===== src/cscg_pkg.sv =====
// shared constants, register map and configuration types of the codec sample clock generator
// ----------------------------------------------------------------------------
// Operation
// - divider input from master or bit clock
// - integer divide ratio two through seventeen
// - codec clock from divider or divided pll output
// - fsref from codec clock; adc/dac factors
// - dual rate separately for adc and dac
// - pll reference from master or bit clock
// - pll set by input divider, multipliers
// ----------------------------------------------------------------------------
package cscg_pkg;

  localparam int          REG_AW          = 8;
  localparam int          REG_DW          = 32;

  // ----------------------------------------------------------------------------
  // register offsets
  // ----------------------------------------------------------------------------
  localparam logic [7:0]  OFF_CTRL        = 8'h00;
  localparam logic [7:0]  OFF_INT_DIV     = 8'h04;
  localparam logic [7:0]  OFF_PLL_CFG     = 8'h08;
  localparam logic [7:0]  OFF_PLL_FRAC    = 8'h0C;
  localparam logic [7:0]  OFF_RATE        = 8'h10;
  localparam logic [7:0]  OFF_STATUS      = 8'h14;

  // ----------------------------------------------------------------------------
  // field positions
  // ----------------------------------------------------------------------------
  localparam int          CTRL_DIV_SRC    = 0;
  localparam int          CTRL_PLL_SRC    = 1;
  localparam int          CTRL_CODEC_SRC  = 2;
  localparam int          CTRL_ADC_DUAL   = 3;
  localparam int          CTRL_DAC_DUAL   = 4;
  localparam int          PLL_P_LSB       = 0;
  localparam int          PLL_J_LSB       = 8;
  localparam int          PLL_R_LSB       = 16;
  localparam int          RATE_DAC_LSB    = 4;

  // ----------------------------------------------------------------------------
  // reset values and limits
  // ----------------------------------------------------------------------------
  localparam logic [4:0]  Q_MIN           = 5'h02;
  localparam logic [4:0]  Q_MAX           = 5'h11;
  localparam logic [4:0]  Q_RESET         = 5'h02;
  localparam logic [2:0]  P_RESET         = 3'h1;
  localparam logic [5:0]  J_RESET         = 6'h08;
  localparam logic [3:0]  R_RESET         = 4'h1;
  localparam logic [13:0] D_RESET         = 14'h0000;
  localparam logic [13:0] D_MAX           = 14'h270F;
  localparam logic [3:0]  RATE_RESET      = 4'h0;
  // one pll output pulse costs this many credits; j.d scaled by it
  localparam logic [31:0] PLL_UNIT        = 32'h0000_2710;
  // post divider of the pll output and codec clock to fsref ratio
  localparam logic [8:0]  PLL_POST_DIV    = 9'h008;
  localparam logic [8:0]  FSREF_DIV       = 9'h100;
  localparam logic [8:0]  FSREF_DIV_DUAL  = 9'h080;

  typedef enum logic
  {
    CSCG_SRC_MCLK,
    CSCG_SRC_BCLK
  } cscg_pin_type;

  typedef struct packed
  {
    logic         dac_dual;
    logic         adc_dual;
    logic         codec_pll;
    cscg_pin_type pll_src;
    cscg_pin_type div_src;
  } cscg_ctrl_type;

  typedef struct packed
  {
    logic [3:0]   r_mult;
    logic [5:0]   j_mult;
    logic [2:0]   p_div;
  } cscg_pll_type;

endpackage


===== src/cscg_divider.sv =====
// pulse divider: emits one output pulse for every ratio input pulses
`timescale 1ns/1ns
`default_nettype none
module cscg_divider
#(
  parameter int W = 9
)
(
  input  wire logic         clk,
  input  wire logic         rst,
  input  wire logic         sync_clr,
  input  wire logic         in_pulse,
  input  wire logic [W-1:0] ratio,
  output var  logic         out_pulse
);
  import cscg_pkg::*;

  logic [W-1:0] cnt_q;
  wire          last = (cnt_q >= ratio - W'(1));

  // a ratio of one passes every pulse; a ratio of zero divides by 2^W
  assign out_pulse = in_pulse & last;

  always_ff @(posedge clk)
  begin
    if (rst || sync_clr)
      cnt_q <= '0;
    else if (in_pulse)
      cnt_q <= last ? '0 : cnt_q + W'(1);
  end
endmodule
`default_nettype wire


===== src/cscg_glitchfree_mux.sv =====
// glitch free selector between two clock enable streams
`timescale 1ns/1ns
`default_nettype none
module cscg_glitchfree_mux
(
  input  wire logic clk,
  input  wire logic rst,
  input  wire logic sel,
  input  wire logic pulse_a,
  input  wire logic pulse_b,
  output var  logic out_pulse,
  output var  logic active_sel,
  output var  logic switching
);
  import cscg_pkg::*;

  typedef enum logic [1:0] {ST_RUN, ST_PARK, ST_ARM} cscg_mux_state_type;

  cscg_mux_state_type state_q;
  cscg_mux_state_type state_d;
  logic               cur_q;

  wire cur_pulse = cur_q ? pulse_b : pulse_a;
  wire new_pulse = cur_q ? pulse_a : pulse_b;

  // output is silent from the cycle after the request through the cycle after the first pulse of the new source
  assign out_pulse  = (state_q == ST_RUN) & cur_pulse;
  assign active_sel = cur_q;
  assign switching  = (state_q != ST_RUN);

  always_comb
  begin
    state_d = state_q;
    case (state_q)
      ST_RUN:  if (sel != cur_q) state_d = ST_PARK;
      ST_PARK: if (new_pulse) state_d = ST_ARM;
      ST_ARM:  state_d = ST_RUN;
      default: state_d = ST_RUN;
    endcase
  end

  always_ff @(posedge clk)
  begin
    if (rst)
    begin
      state_q <= ST_RUN;
      cur_q   <= 1'b0;
    end
    else
    begin
      state_q <= state_d;
      if (state_q == ST_PARK && new_pulse)
        cur_q <= ~cur_q;
    end
  end
endmodule
`default_nettype wire


===== src/cscg_core.sv =====
// codec sample clock generator: source selection, integer divider, pll model, rate dividers, registers
`timescale 1ns/1ns
`default_nettype none
module cscg_core
(
  input  wire logic        clk,
  input  wire logic        rst,
  input  wire logic        mclk_pin,
  input  wire logic        bclk_pin,
  input  wire logic [7:0]  reg_addr,
  input  wire logic [31:0] reg_wdata,
  input  wire logic        reg_wr,
  input  wire logic        reg_rd,
  output var  logic [31:0] reg_rdata,
  output var  logic        int_divider_output,
  output var  logic        pll_output,
  output var  logic        pll_divided_output,
  output var  logic        codec_clk_en,
  output var  logic        fsref_en,
  output var  logic        adc_fs_en,
  output var  logic        dac_fs_en
);
  import cscg_pkg::*;

  // ----------------------------------------------------------------------------
  // registers
  // ----------------------------------------------------------------------------
  cscg_ctrl_type ctrl_q;
  cscg_pll_type  pll_q;
  logic [4:0]    q_ratio_q;
  logic [13:0]   d_frac_q;
  logic [3:0]    adc_rate_factor_q;
  logic [3:0]    dac_rate_factor_q;
  logic [31:0]   rdata_q;
  logic [31:0]   rdata_d;

  wire hit_ctrl   = (reg_addr == OFF_CTRL);
  wire hit_intdiv = (reg_addr == OFF_INT_DIV);
  wire hit_pll    = (reg_addr == OFF_PLL_CFG);
  wire hit_frac   = (reg_addr == OFF_PLL_FRAC);
  wire hit_rate   = (reg_addr == OFF_RATE);
  wire hit_status = (reg_addr == OFF_STATUS);

  // out of range ratios are clamped so the divider never leaves 2..17
  wire [4:0]  q_wr      = reg_wdata[4:0];
  wire [4:0]  q_clamped = (q_wr < Q_MIN) ? Q_MIN : ((q_wr > Q_MAX) ? Q_MAX : q_wr);
  wire [13:0] d_wr      = reg_wdata[13:0];
  wire [13:0] d_clamped = (d_wr > D_MAX) ? D_MAX : d_wr;

  always_ff @(posedge clk)
  begin
    if (rst)
    begin
      ctrl_q            <= '0;
      pll_q             <= '{r_mult: R_RESET, j_mult: J_RESET, p_div: P_RESET};
      q_ratio_q         <= Q_RESET;
      d_frac_q          <= D_RESET;
      adc_rate_factor_q <= RATE_RESET;
      dac_rate_factor_q <= RATE_RESET;
    end
    else if (reg_wr)
    begin
      if (hit_ctrl)
        ctrl_q <= cscg_ctrl_type'(reg_wdata[CTRL_DAC_DUAL:CTRL_DIV_SRC]);
      if (hit_intdiv)
        q_ratio_q <= q_clamped;
      if (hit_pll)
      begin
        pll_q.p_div  <= reg_wdata[PLL_P_LSB +: 3];
        pll_q.j_mult <= reg_wdata[PLL_J_LSB +: 6];
        pll_q.r_mult <= reg_wdata[PLL_R_LSB +: 4];
      end
      if (hit_frac)
        d_frac_q <= d_clamped;
      if (hit_rate)
      begin
        adc_rate_factor_q <= reg_wdata[3:0];
        dac_rate_factor_q <= reg_wdata[RATE_DAC_LSB +: 4];
      end
    end
  end

  // ----------------------------------------------------------------------------
  // pin edge detection
  // ----------------------------------------------------------------------------
  logic mclk_prev_q;
  logic bclk_prev_q;

  always_ff @(posedge clk)
  begin
    if (rst)
    begin
      mclk_prev_q <= 1'b0;
      bclk_prev_q <= 1'b0;
    end
    else
    begin
      mclk_prev_q <= mclk_pin;
      bclk_prev_q <= bclk_pin;
    end
  end

  wire mclk_rise = mclk_pin & ~mclk_prev_q;
  wire bclk_rise = bclk_pin & ~bclk_prev_q;

  // ----------------------------------------------------------------------------
  // integer divider path
  // ----------------------------------------------------------------------------
  wire int_divider_input = (ctrl_q.div_src == CSCG_SRC_BCLK) ? bclk_rise : mclk_rise;
  wire int_div_pulse;

  cscg_divider #(.W(5)) u_int_div
  (
    .clk       (clk),
    .rst       (rst),
    .sync_clr  (reg_wr & hit_intdiv),
    .in_pulse  (int_divider_input),
    .ratio     (q_ratio_q),
    .out_pulse (int_div_pulse)
  );

  // ----------------------------------------------------------------------------
  // pll: reference over p, then credit based multiply by r * j.d
  // ----------------------------------------------------------------------------
  wire pll_reference_input = (ctrl_q.pll_src == CSCG_SRC_BCLK) ? bclk_rise : mclk_rise;
  wire pll_ref_div;
  // p of zero stands for eight
  wire [3:0] p_ratio = (pll_q.p_div == 3'h0) ? 4'h8 : {1'b0, pll_q.p_div};

  cscg_divider #(.W(4)) u_pll_pdiv
  (
    .clk       (clk),
    .rst       (rst),
    .sync_clr  (reg_wr & hit_pll),
    .in_pulse  (pll_reference_input),
    .ratio     (p_ratio),
    .out_pulse (pll_ref_div)
  );

  // credits per divided reference pulse: r * (j * 10000 + d)
  wire [31:0] k_scaled  = 32'(pll_q.j_mult) * PLL_UNIT + 32'(d_frac_q);
  wire [31:0] credit_in = k_scaled * 32'(pll_q.r_mult);
  logic [31:0] credit_q;
  // at most one output pulse per clock, so the synthesised rate saturates at clk
  wire        credit_ok = (credit_q >= PLL_UNIT);
  wire [31:0] credit_add = pll_ref_div ? credit_in : 32'h0000_0000;
  wire [31:0] credit_sub = credit_ok ? PLL_UNIT : 32'h0000_0000;

  always_ff @(posedge clk)
  begin
    if (rst || (reg_wr && (hit_pll || hit_frac)))
      credit_q <= '0;
    else
      credit_q <= credit_q + credit_add - credit_sub;
  end

  wire pll_out_pulse = credit_ok;
  wire pll_div_pulse;

  cscg_divider #(.W(9)) u_pll_post
  (
    .clk       (clk),
    .rst       (rst),
    .sync_clr  (1'b0),
    .in_pulse  (pll_out_pulse),
    .ratio     (PLL_POST_DIV),
    .out_pulse (pll_div_pulse)
  );

  // ----------------------------------------------------------------------------
  // codec clock selection
  // ----------------------------------------------------------------------------
  wire codec_pulse;
  wire codec_active;
  wire codec_switching;

  cscg_glitchfree_mux u_codec_mux
  (
    .clk        (clk),
    .rst        (rst),
    .sel        (ctrl_q.codec_pll),
    .pulse_a    (int_div_pulse),
    .pulse_b    (pll_div_pulse),
    .out_pulse  (codec_pulse),
    .active_sel (codec_active),
    .switching  (codec_switching)
  );

  // ----------------------------------------------------------------------------
  // sample rate derivation
  // ----------------------------------------------------------------------------
  wire fsref_pulse;
  wire adc_pulse;
  wire dac_pulse;
  wire adc_dual_pulse;
  wire dac_dual_pulse;
  wire adc_base;
  wire dac_base;
  wire [8:0] adc_fsref_div = ctrl_q.adc_dual ? FSREF_DIV_DUAL : FSREF_DIV;
  wire [8:0] dac_fsref_div = ctrl_q.dac_dual ? FSREF_DIV_DUAL : FSREF_DIV;

  cscg_divider #(.W(9)) u_fsref
  (
    .clk       (clk),
    .rst       (rst),
    .sync_clr  (1'b0),
    .in_pulse  (codec_pulse),
    .ratio     (FSREF_DIV),
    .out_pulse (fsref_pulse)
  );

  cscg_divider #(.W(9)) u_adc_ref
  (
    .clk       (clk),
    .rst       (rst),
    .sync_clr  (1'b0),
    .in_pulse  (codec_pulse),
    .ratio     (adc_fsref_div),
    .out_pulse (adc_dual_pulse)
  );

  cscg_divider #(.W(9)) u_dac_ref
  (
    .clk       (clk),
    .rst       (rst),
    .sync_clr  (1'b0),
    .in_pulse  (codec_pulse),
    .ratio     (dac_fsref_div),
    .out_pulse (dac_dual_pulse)
  );

  assign adc_base = adc_dual_pulse;
  assign dac_base = dac_dual_pulse;

  // factor code n divides the reference by n + 1
  cscg_divider #(.W(5)) u_adc_rate
  (
    .clk       (clk),
    .rst       (rst),
    .sync_clr  (reg_wr & hit_rate),
    .in_pulse  (adc_base),
    .ratio     ({1'b0, adc_rate_factor_q} + 5'h01),
    .out_pulse (adc_pulse)
  );

  cscg_divider #(.W(5)) u_dac_rate
  (
    .clk       (clk),
    .rst       (rst),
    .sync_clr  (reg_wr & hit_rate),
    .in_pulse  (dac_base),
    .ratio     ({1'b0, dac_rate_factor_q} + 5'h01),
    .out_pulse (dac_pulse)
  );

  // ----------------------------------------------------------------------------
  // outputs, registered
  // ----------------------------------------------------------------------------
  always_ff @(posedge clk)
  begin
    if (rst)
    begin
      int_divider_output <= 1'b0;
      pll_output         <= 1'b0;
      pll_divided_output <= 1'b0;
      codec_clk_en       <= 1'b0;
      fsref_en           <= 1'b0;
      adc_fs_en          <= 1'b0;
      dac_fs_en          <= 1'b0;
    end
    else
    begin
      int_divider_output <= int_div_pulse;
      pll_output         <= pll_out_pulse;
      pll_divided_output <= pll_div_pulse;
      codec_clk_en       <= codec_pulse;
      fsref_en           <= fsref_pulse;
      adc_fs_en          <= adc_pulse;
      dac_fs_en          <= dac_pulse;
    end
  end

  // ----------------------------------------------------------------------------
  // read path
  // ----------------------------------------------------------------------------
  wire [31:0] rd_ctrl   = {27'h000_0000, ctrl_q};
  wire [31:0] rd_intdiv = {27'h000_0000, q_ratio_q};
  wire [31:0] rd_pll    = {12'h000, pll_q.r_mult, 2'b00, pll_q.j_mult, 5'h00, pll_q.p_div};
  wire [31:0] rd_frac   = {18'h0_0000, d_frac_q};
  wire [31:0] rd_rate   = {24'h00_0000, dac_rate_factor_q, adc_rate_factor_q};
  wire [31:0] rd_status = {30'h0000_0000, codec_switching, codec_active};

  always_comb
  begin
    rdata_d = 32'h0000_0000;
    if (reg_rd)
    begin
      if (hit_ctrl)   rdata_d = rd_ctrl;
      if (hit_intdiv) rdata_d = rd_intdiv;
      if (hit_pll)    rdata_d = rd_pll;
      if (hit_frac)   rdata_d = rd_frac;
      if (hit_rate)   rdata_d = rd_rate;
      if (hit_status) rdata_d = rd_status;
    end
  end

  always_ff @(posedge clk)
  begin
    if (rst)
      rdata_q <= 32'h0000_0000;
    else
      rdata_q <= rdata_d;
  end

  assign reg_rdata = rdata_q;
endmodule
`default_nettype wire


===== config.mk =====
export PLATFORM = sky130hd
export DESIGN_NAME = cscg_core
export DESIGN_NICKNAME = d
export VERILOG_FILES = /design/src/cscg_pkg.sv /design/src/cscg_divider.sv /design/src/cscg_glitchfree_mux.sv /design/src/cscg_core.sv
export SDC_FILE = /design/constraint.sdc
export NUM_CORES = 1
export LEC_CHECK = 0
export BUFFER_PORTS_ARGS = -buffer_cell sky130_fd_sc_hd__buf_2
export CAP_MARGIN = 40
export CORE_ASPECT_RATIO = 1.5
export CORE_MARGIN = 4
export CORE_UTILIZATION = 35
export CTS_BUF_LIST = sky130_fd_sc_hd__clkbuf_2 sky130_fd_sc_hd__clkbuf_4 sky130_fd_sc_hd__clkbuf_8
export DETAILED_ROUTE_END_ITERATION = 8
export HOLD_SLACK_MARGIN = 0.12
export PLACE_DENSITY = 0.52
export SLEW_MARGIN = 25
export SYNTH_ARGS = -nofsm -noshare
export SYNTH_HDL_FRONTEND = slang
export SYNTH_SLANG_ARGS = --single-unit

===== constraint.sdc =====
create_clock -name clk -period 11.72 [get_ports clk]
set_input_delay 0.586 -clock clk [delete_from_list [all_inputs] [get_ports clk]]
set_output_delay 0.586 -clock clk [all_outputs]
set_load 0.02 [all_outputs]

==> impl_metrics.py <==
metrics = {
    "worst_setup_path": {
        "crit_fanout": 8,
        "startpoint": "pll_q[4]",
        "worstSetupPathType": "register to register",
        "worst_setup_path_start_kind": "register",
        "critical_path_arrival_ns": 9.76,
        "critPathMaxStageDelay_ns": 0.58,
        "r2r_slack_ns": 2.37,
        "cp-endpoint": "credit_q[31]",
        "reg2reg_to": "credit_q[31]",
        "cp_slowest_cell": "dfxtp_1",
        "crit_required_ns": 12.13,
        "r2r_start": "pll_q[4]",
        "cp-end-kind": "register",
        "reg2reg_depth": 33,
    },
    "cts": {
        "cts_setup_buffers": 0,
        "cts_root_buffer": "clkbuf_8",
        "cts_resized": 0,
        "clk_pin_slew_ns": 0.11,
        "clock_sinks": 162,
        "htree_num_levels": 4,
        "cts-buffers-inserted": 17,
        "tritoncts": "built",
        "insertion_delay_ns": 0.52,
        "clockBufferDepth": 2,
        "postCtsHoldBufs": 0,
    },
    "sta": {
        "fin_setup_tns_ns": 0,
        "timing.final.crit_share_pct": 79.8,
        "max_freq_mhz": 107,
        "slew-limit-headroom_pct": 47.2,
        "hold_slack_ns": 0.294,
        "post-route-min-period_ns": 9.35,
        "final_max_slew_viol_count": 0,
        "finalSetupViolCount": 0,
        "finClkSkew_ns": 0.0202,
        "fin_ws_ns": 2.37,
        "hold_viol_final": 0,
        "rsz0062_at_grt": "no",
        "worstMarginPinSlew_ns": 0.792,
    },
    "cells_and_area": {
        "nets": 1920,
        "diodes": 0,
        "syn_to_final_growth_pct": 8.81,
        "drive_above_1_share_pct": 7.23,
    },
    "logic_synthesis": {
        "synthFlopType": "dfxtp_1",
        "syn-mean-instance-area_sq_um": 8.00,
        "synth_area_sq_um": 13100,
        "synth_most_common_cell": "inv_1",
        "ys_warn_count": 0,
        "synth_top_cell_by_area": "dfxtp_1",
        "yosysTopAreaCellShare_pct": 24.7,
        "yosysSeqAreaShare_pct": 24.7,
        "synthArstFlopShare_pct": 0,
        "ys_ff_latch": 162,
        "synth_edf_count": 0,
        "synth_cells": 1642,
        "synthTopCellsByArea": "dfxtp_1 25%, ha_1 14%, fa_1 7.8%, inv_1 5.2%, a21oi_1 5.1%",
        "yosys-top-cells-count": "181 x inv_1, 165 x nand2_1, 162 x dfxtp_1",
        "yosysUniqueCellTypes": 71,
    },
    "drt": {
        "wl_microns": 33300,
        "wl_per_cell_microns": 15.3,
        "vias_per_cell": 5.14,
        "ant_nets": 0,
        "drtIter0Drc": 438,
        "drc": 0,
        "dr_total_vias": 11200,
        "drtPass1Iterations": 5,
    },
    "floorplan": {
        "fp-row-count": 86,
        "dieArea_sq_um": 40700,
        "io_pins": 85,
        "core_area_sq_um": 36900,
        "initial_core_util_pct": 35.6,
        "die_w_microns": 166,
        "fp.dieH_microns": 245,
    },
    "power_and_ir_drop": {
        "leakagePower_nw": 6.33,
        "sequentialPowerShare_pct": 29.5,
        "power_frac_comb_pct": 49.7,
        "power_density_nw_per_um2": 152,
        "ir_worst_vdd_mv": 0.0753,
        "switchingPower_w": 0.000952,
        "power_w": 0.00217,
        "power_frac_clock_pct": 20.8,
        "p_sw_share_pct": 43.9,
        "p_int_w": 0.00121,
    },
    "place": {
        "portBuffers": 56,
        "pre_cts_ws_ns": 2.29,
        "place_congestion": 0.844,
        "hpwl_microns": 26600,
    },
    "run_status": {
        "status": "complete, no violations",
    },
    "min_path": {
        "holdCritPathClass": "input pin to register",
        "hold_start": "reg_wdata[16]",
    },
    "grt": {
        "grt_start_max_net_pins": 55,
        "grt_pass1_wl_microns": 55400,
        "antenna_found_initial": 2,
        "grt_pass1_vias": 11200,
        "grt.overflow.total": 0,
        "grtUsageTotal_pct": 16.5,
    },
    "run": {
        "drv_cap": 0,
    },
}
==> critical path, delay by kind of cell, from the launching register on <==
| kind | cells | cell delay, ns |
|---|---|---|
| AOI/OAI and AO/OA | 10 | 2.46 |
| xor gates and xnor gates | 2 | 0.42 |
| adders and majority gates | 10 | 4.16 |
| buffers and inverters | 5 | 0.35 |
| DFF | 1 | 0.58 |
| muxes | 2 | 0.51 |
| and+or+nand+nor | 4 | 0.77 |
==> cell type report <==
type,instances,area (sq um)
multi-input cells,1245,8960
clock inverters,15,196
flip-flops and latches,162,3240
clock buffers,17,234
fillers,3878,22600
repair buffers,68,368
well taps,484,606
inverters,181,679
==> layer usage <==
layer,up-vias,track usage (%),share of wire [%]
met2,143,31.7,54
li1,5674,-,-
met4,2,6.58,3.0
met1,5292,17.6,40
met5,-,0,0.024
met3,61,2.96,2.7
==> placed cells by master, fill, tap and decap left out, types with 38 or more instances in the layout <==
master     n
dfxtp_1  162
nand3_1   49
o21ai_0   61
buf_2     57
xnor2_1   38
and2_1    45
inv_1    181
ha_1     148
fa_1      51
nor2_1   115
a21oi_1  134
nor3_1    46
nand2_1  165
a21o_1    38
==> power groups by stage <==
stage | clock [W] | sequential (W) | combinational [W]
finish | 0.000450 | 0.000639 | 0.00108
global route | 0.000487 | 0.000647 | 0.00123
CTS | 0.000469 | 0.000641 | 0.00109
detailed placement | 0 | 0.000654 | 0.00108
global placement | 0 | 0.000652 | 0.00107
floorplan | 0 | 0.000643 | 0.000854
==> cell families (layout without fill, tap and decap cells) <==
| logic type | count (synthesis) | in the layout | share of synthesized area (%) |
|---|---|---|---|
| adder cells (fa/ha/maj) | 200 | 200 | 22.0 |
| other | 2 | 19 | 0.0572 |
| AND/OR/NAND/NOR | 582 | 582 | 22.2 |
| XOR/XNOR | 60 | 60 | 4.00 |
| flip-flops | 162 | 162 | 24.7 |
| AO/OA/AOI/OAI | 360 | 360 | 17.3 |
| buffers and inverters | 252 | 281 | 7.65 |
| multiplexers | 24 | 24 | 2.14 |
==> flip-flops by register name, summed over array words and instances (netlist names), 2 cells and up <==
signal	flops
u_adc_rate.cnt_q	5
u_adc_ref.cnt_q	9
u_int_div.cnt_q	5
dac_rate_factor_q	4
ctrl_q	5
credit_q	32
reg_rdata	18
adc_rate_factor_q	4
q_ratio_q	5
u_codec_mux.state_q	2
pll_q	13
u_pll_pdiv.cnt_q	4
u_dac_ref.cnt_q	9
u_dac_rate.cnt_q	5
u_fsref.cnt_q	9
u_pll_post.cnt_q	9
d_frac_q	14
==> worst min path at each step <==
stage | to | depth (start not counted) | slack, ns
6_report | pll_q[9] | 3 | 0.29
5_1_grt | pll_q[9] | 3 | 0.27
4_1_cts | pll_q[9] | 3 | 0.25
3_5_place_dp | u_adc_ref.cnt_q[8] | 2 | 0.46
3_3_place_gp | u_adc_ref.cnt_q[1] | 2 | 0.45
2_1_floorplan | u_adc_ref.cnt_q[8] | 2 | 0.44
==> metrics by stage <==
| step | util [%] | cell area, sq um | cells |
|---|---|---|---|
| 3_5_place_dp | 37.6 | 13900 | 2140 |
| 4_1_cts | 38.7 | 14300 | 2172 |
| 6_report | 38.7 | 14300 | 2172 |
| 3_3_place_gp | 37.5 | 13900 | 2139 |
| 2_1_floorplan | - | 13200 | 1659 |
| 5_1_grt | 38.7 | 14300 | 2172 |
Note: power is estimated with default switching activity, not from simulation.
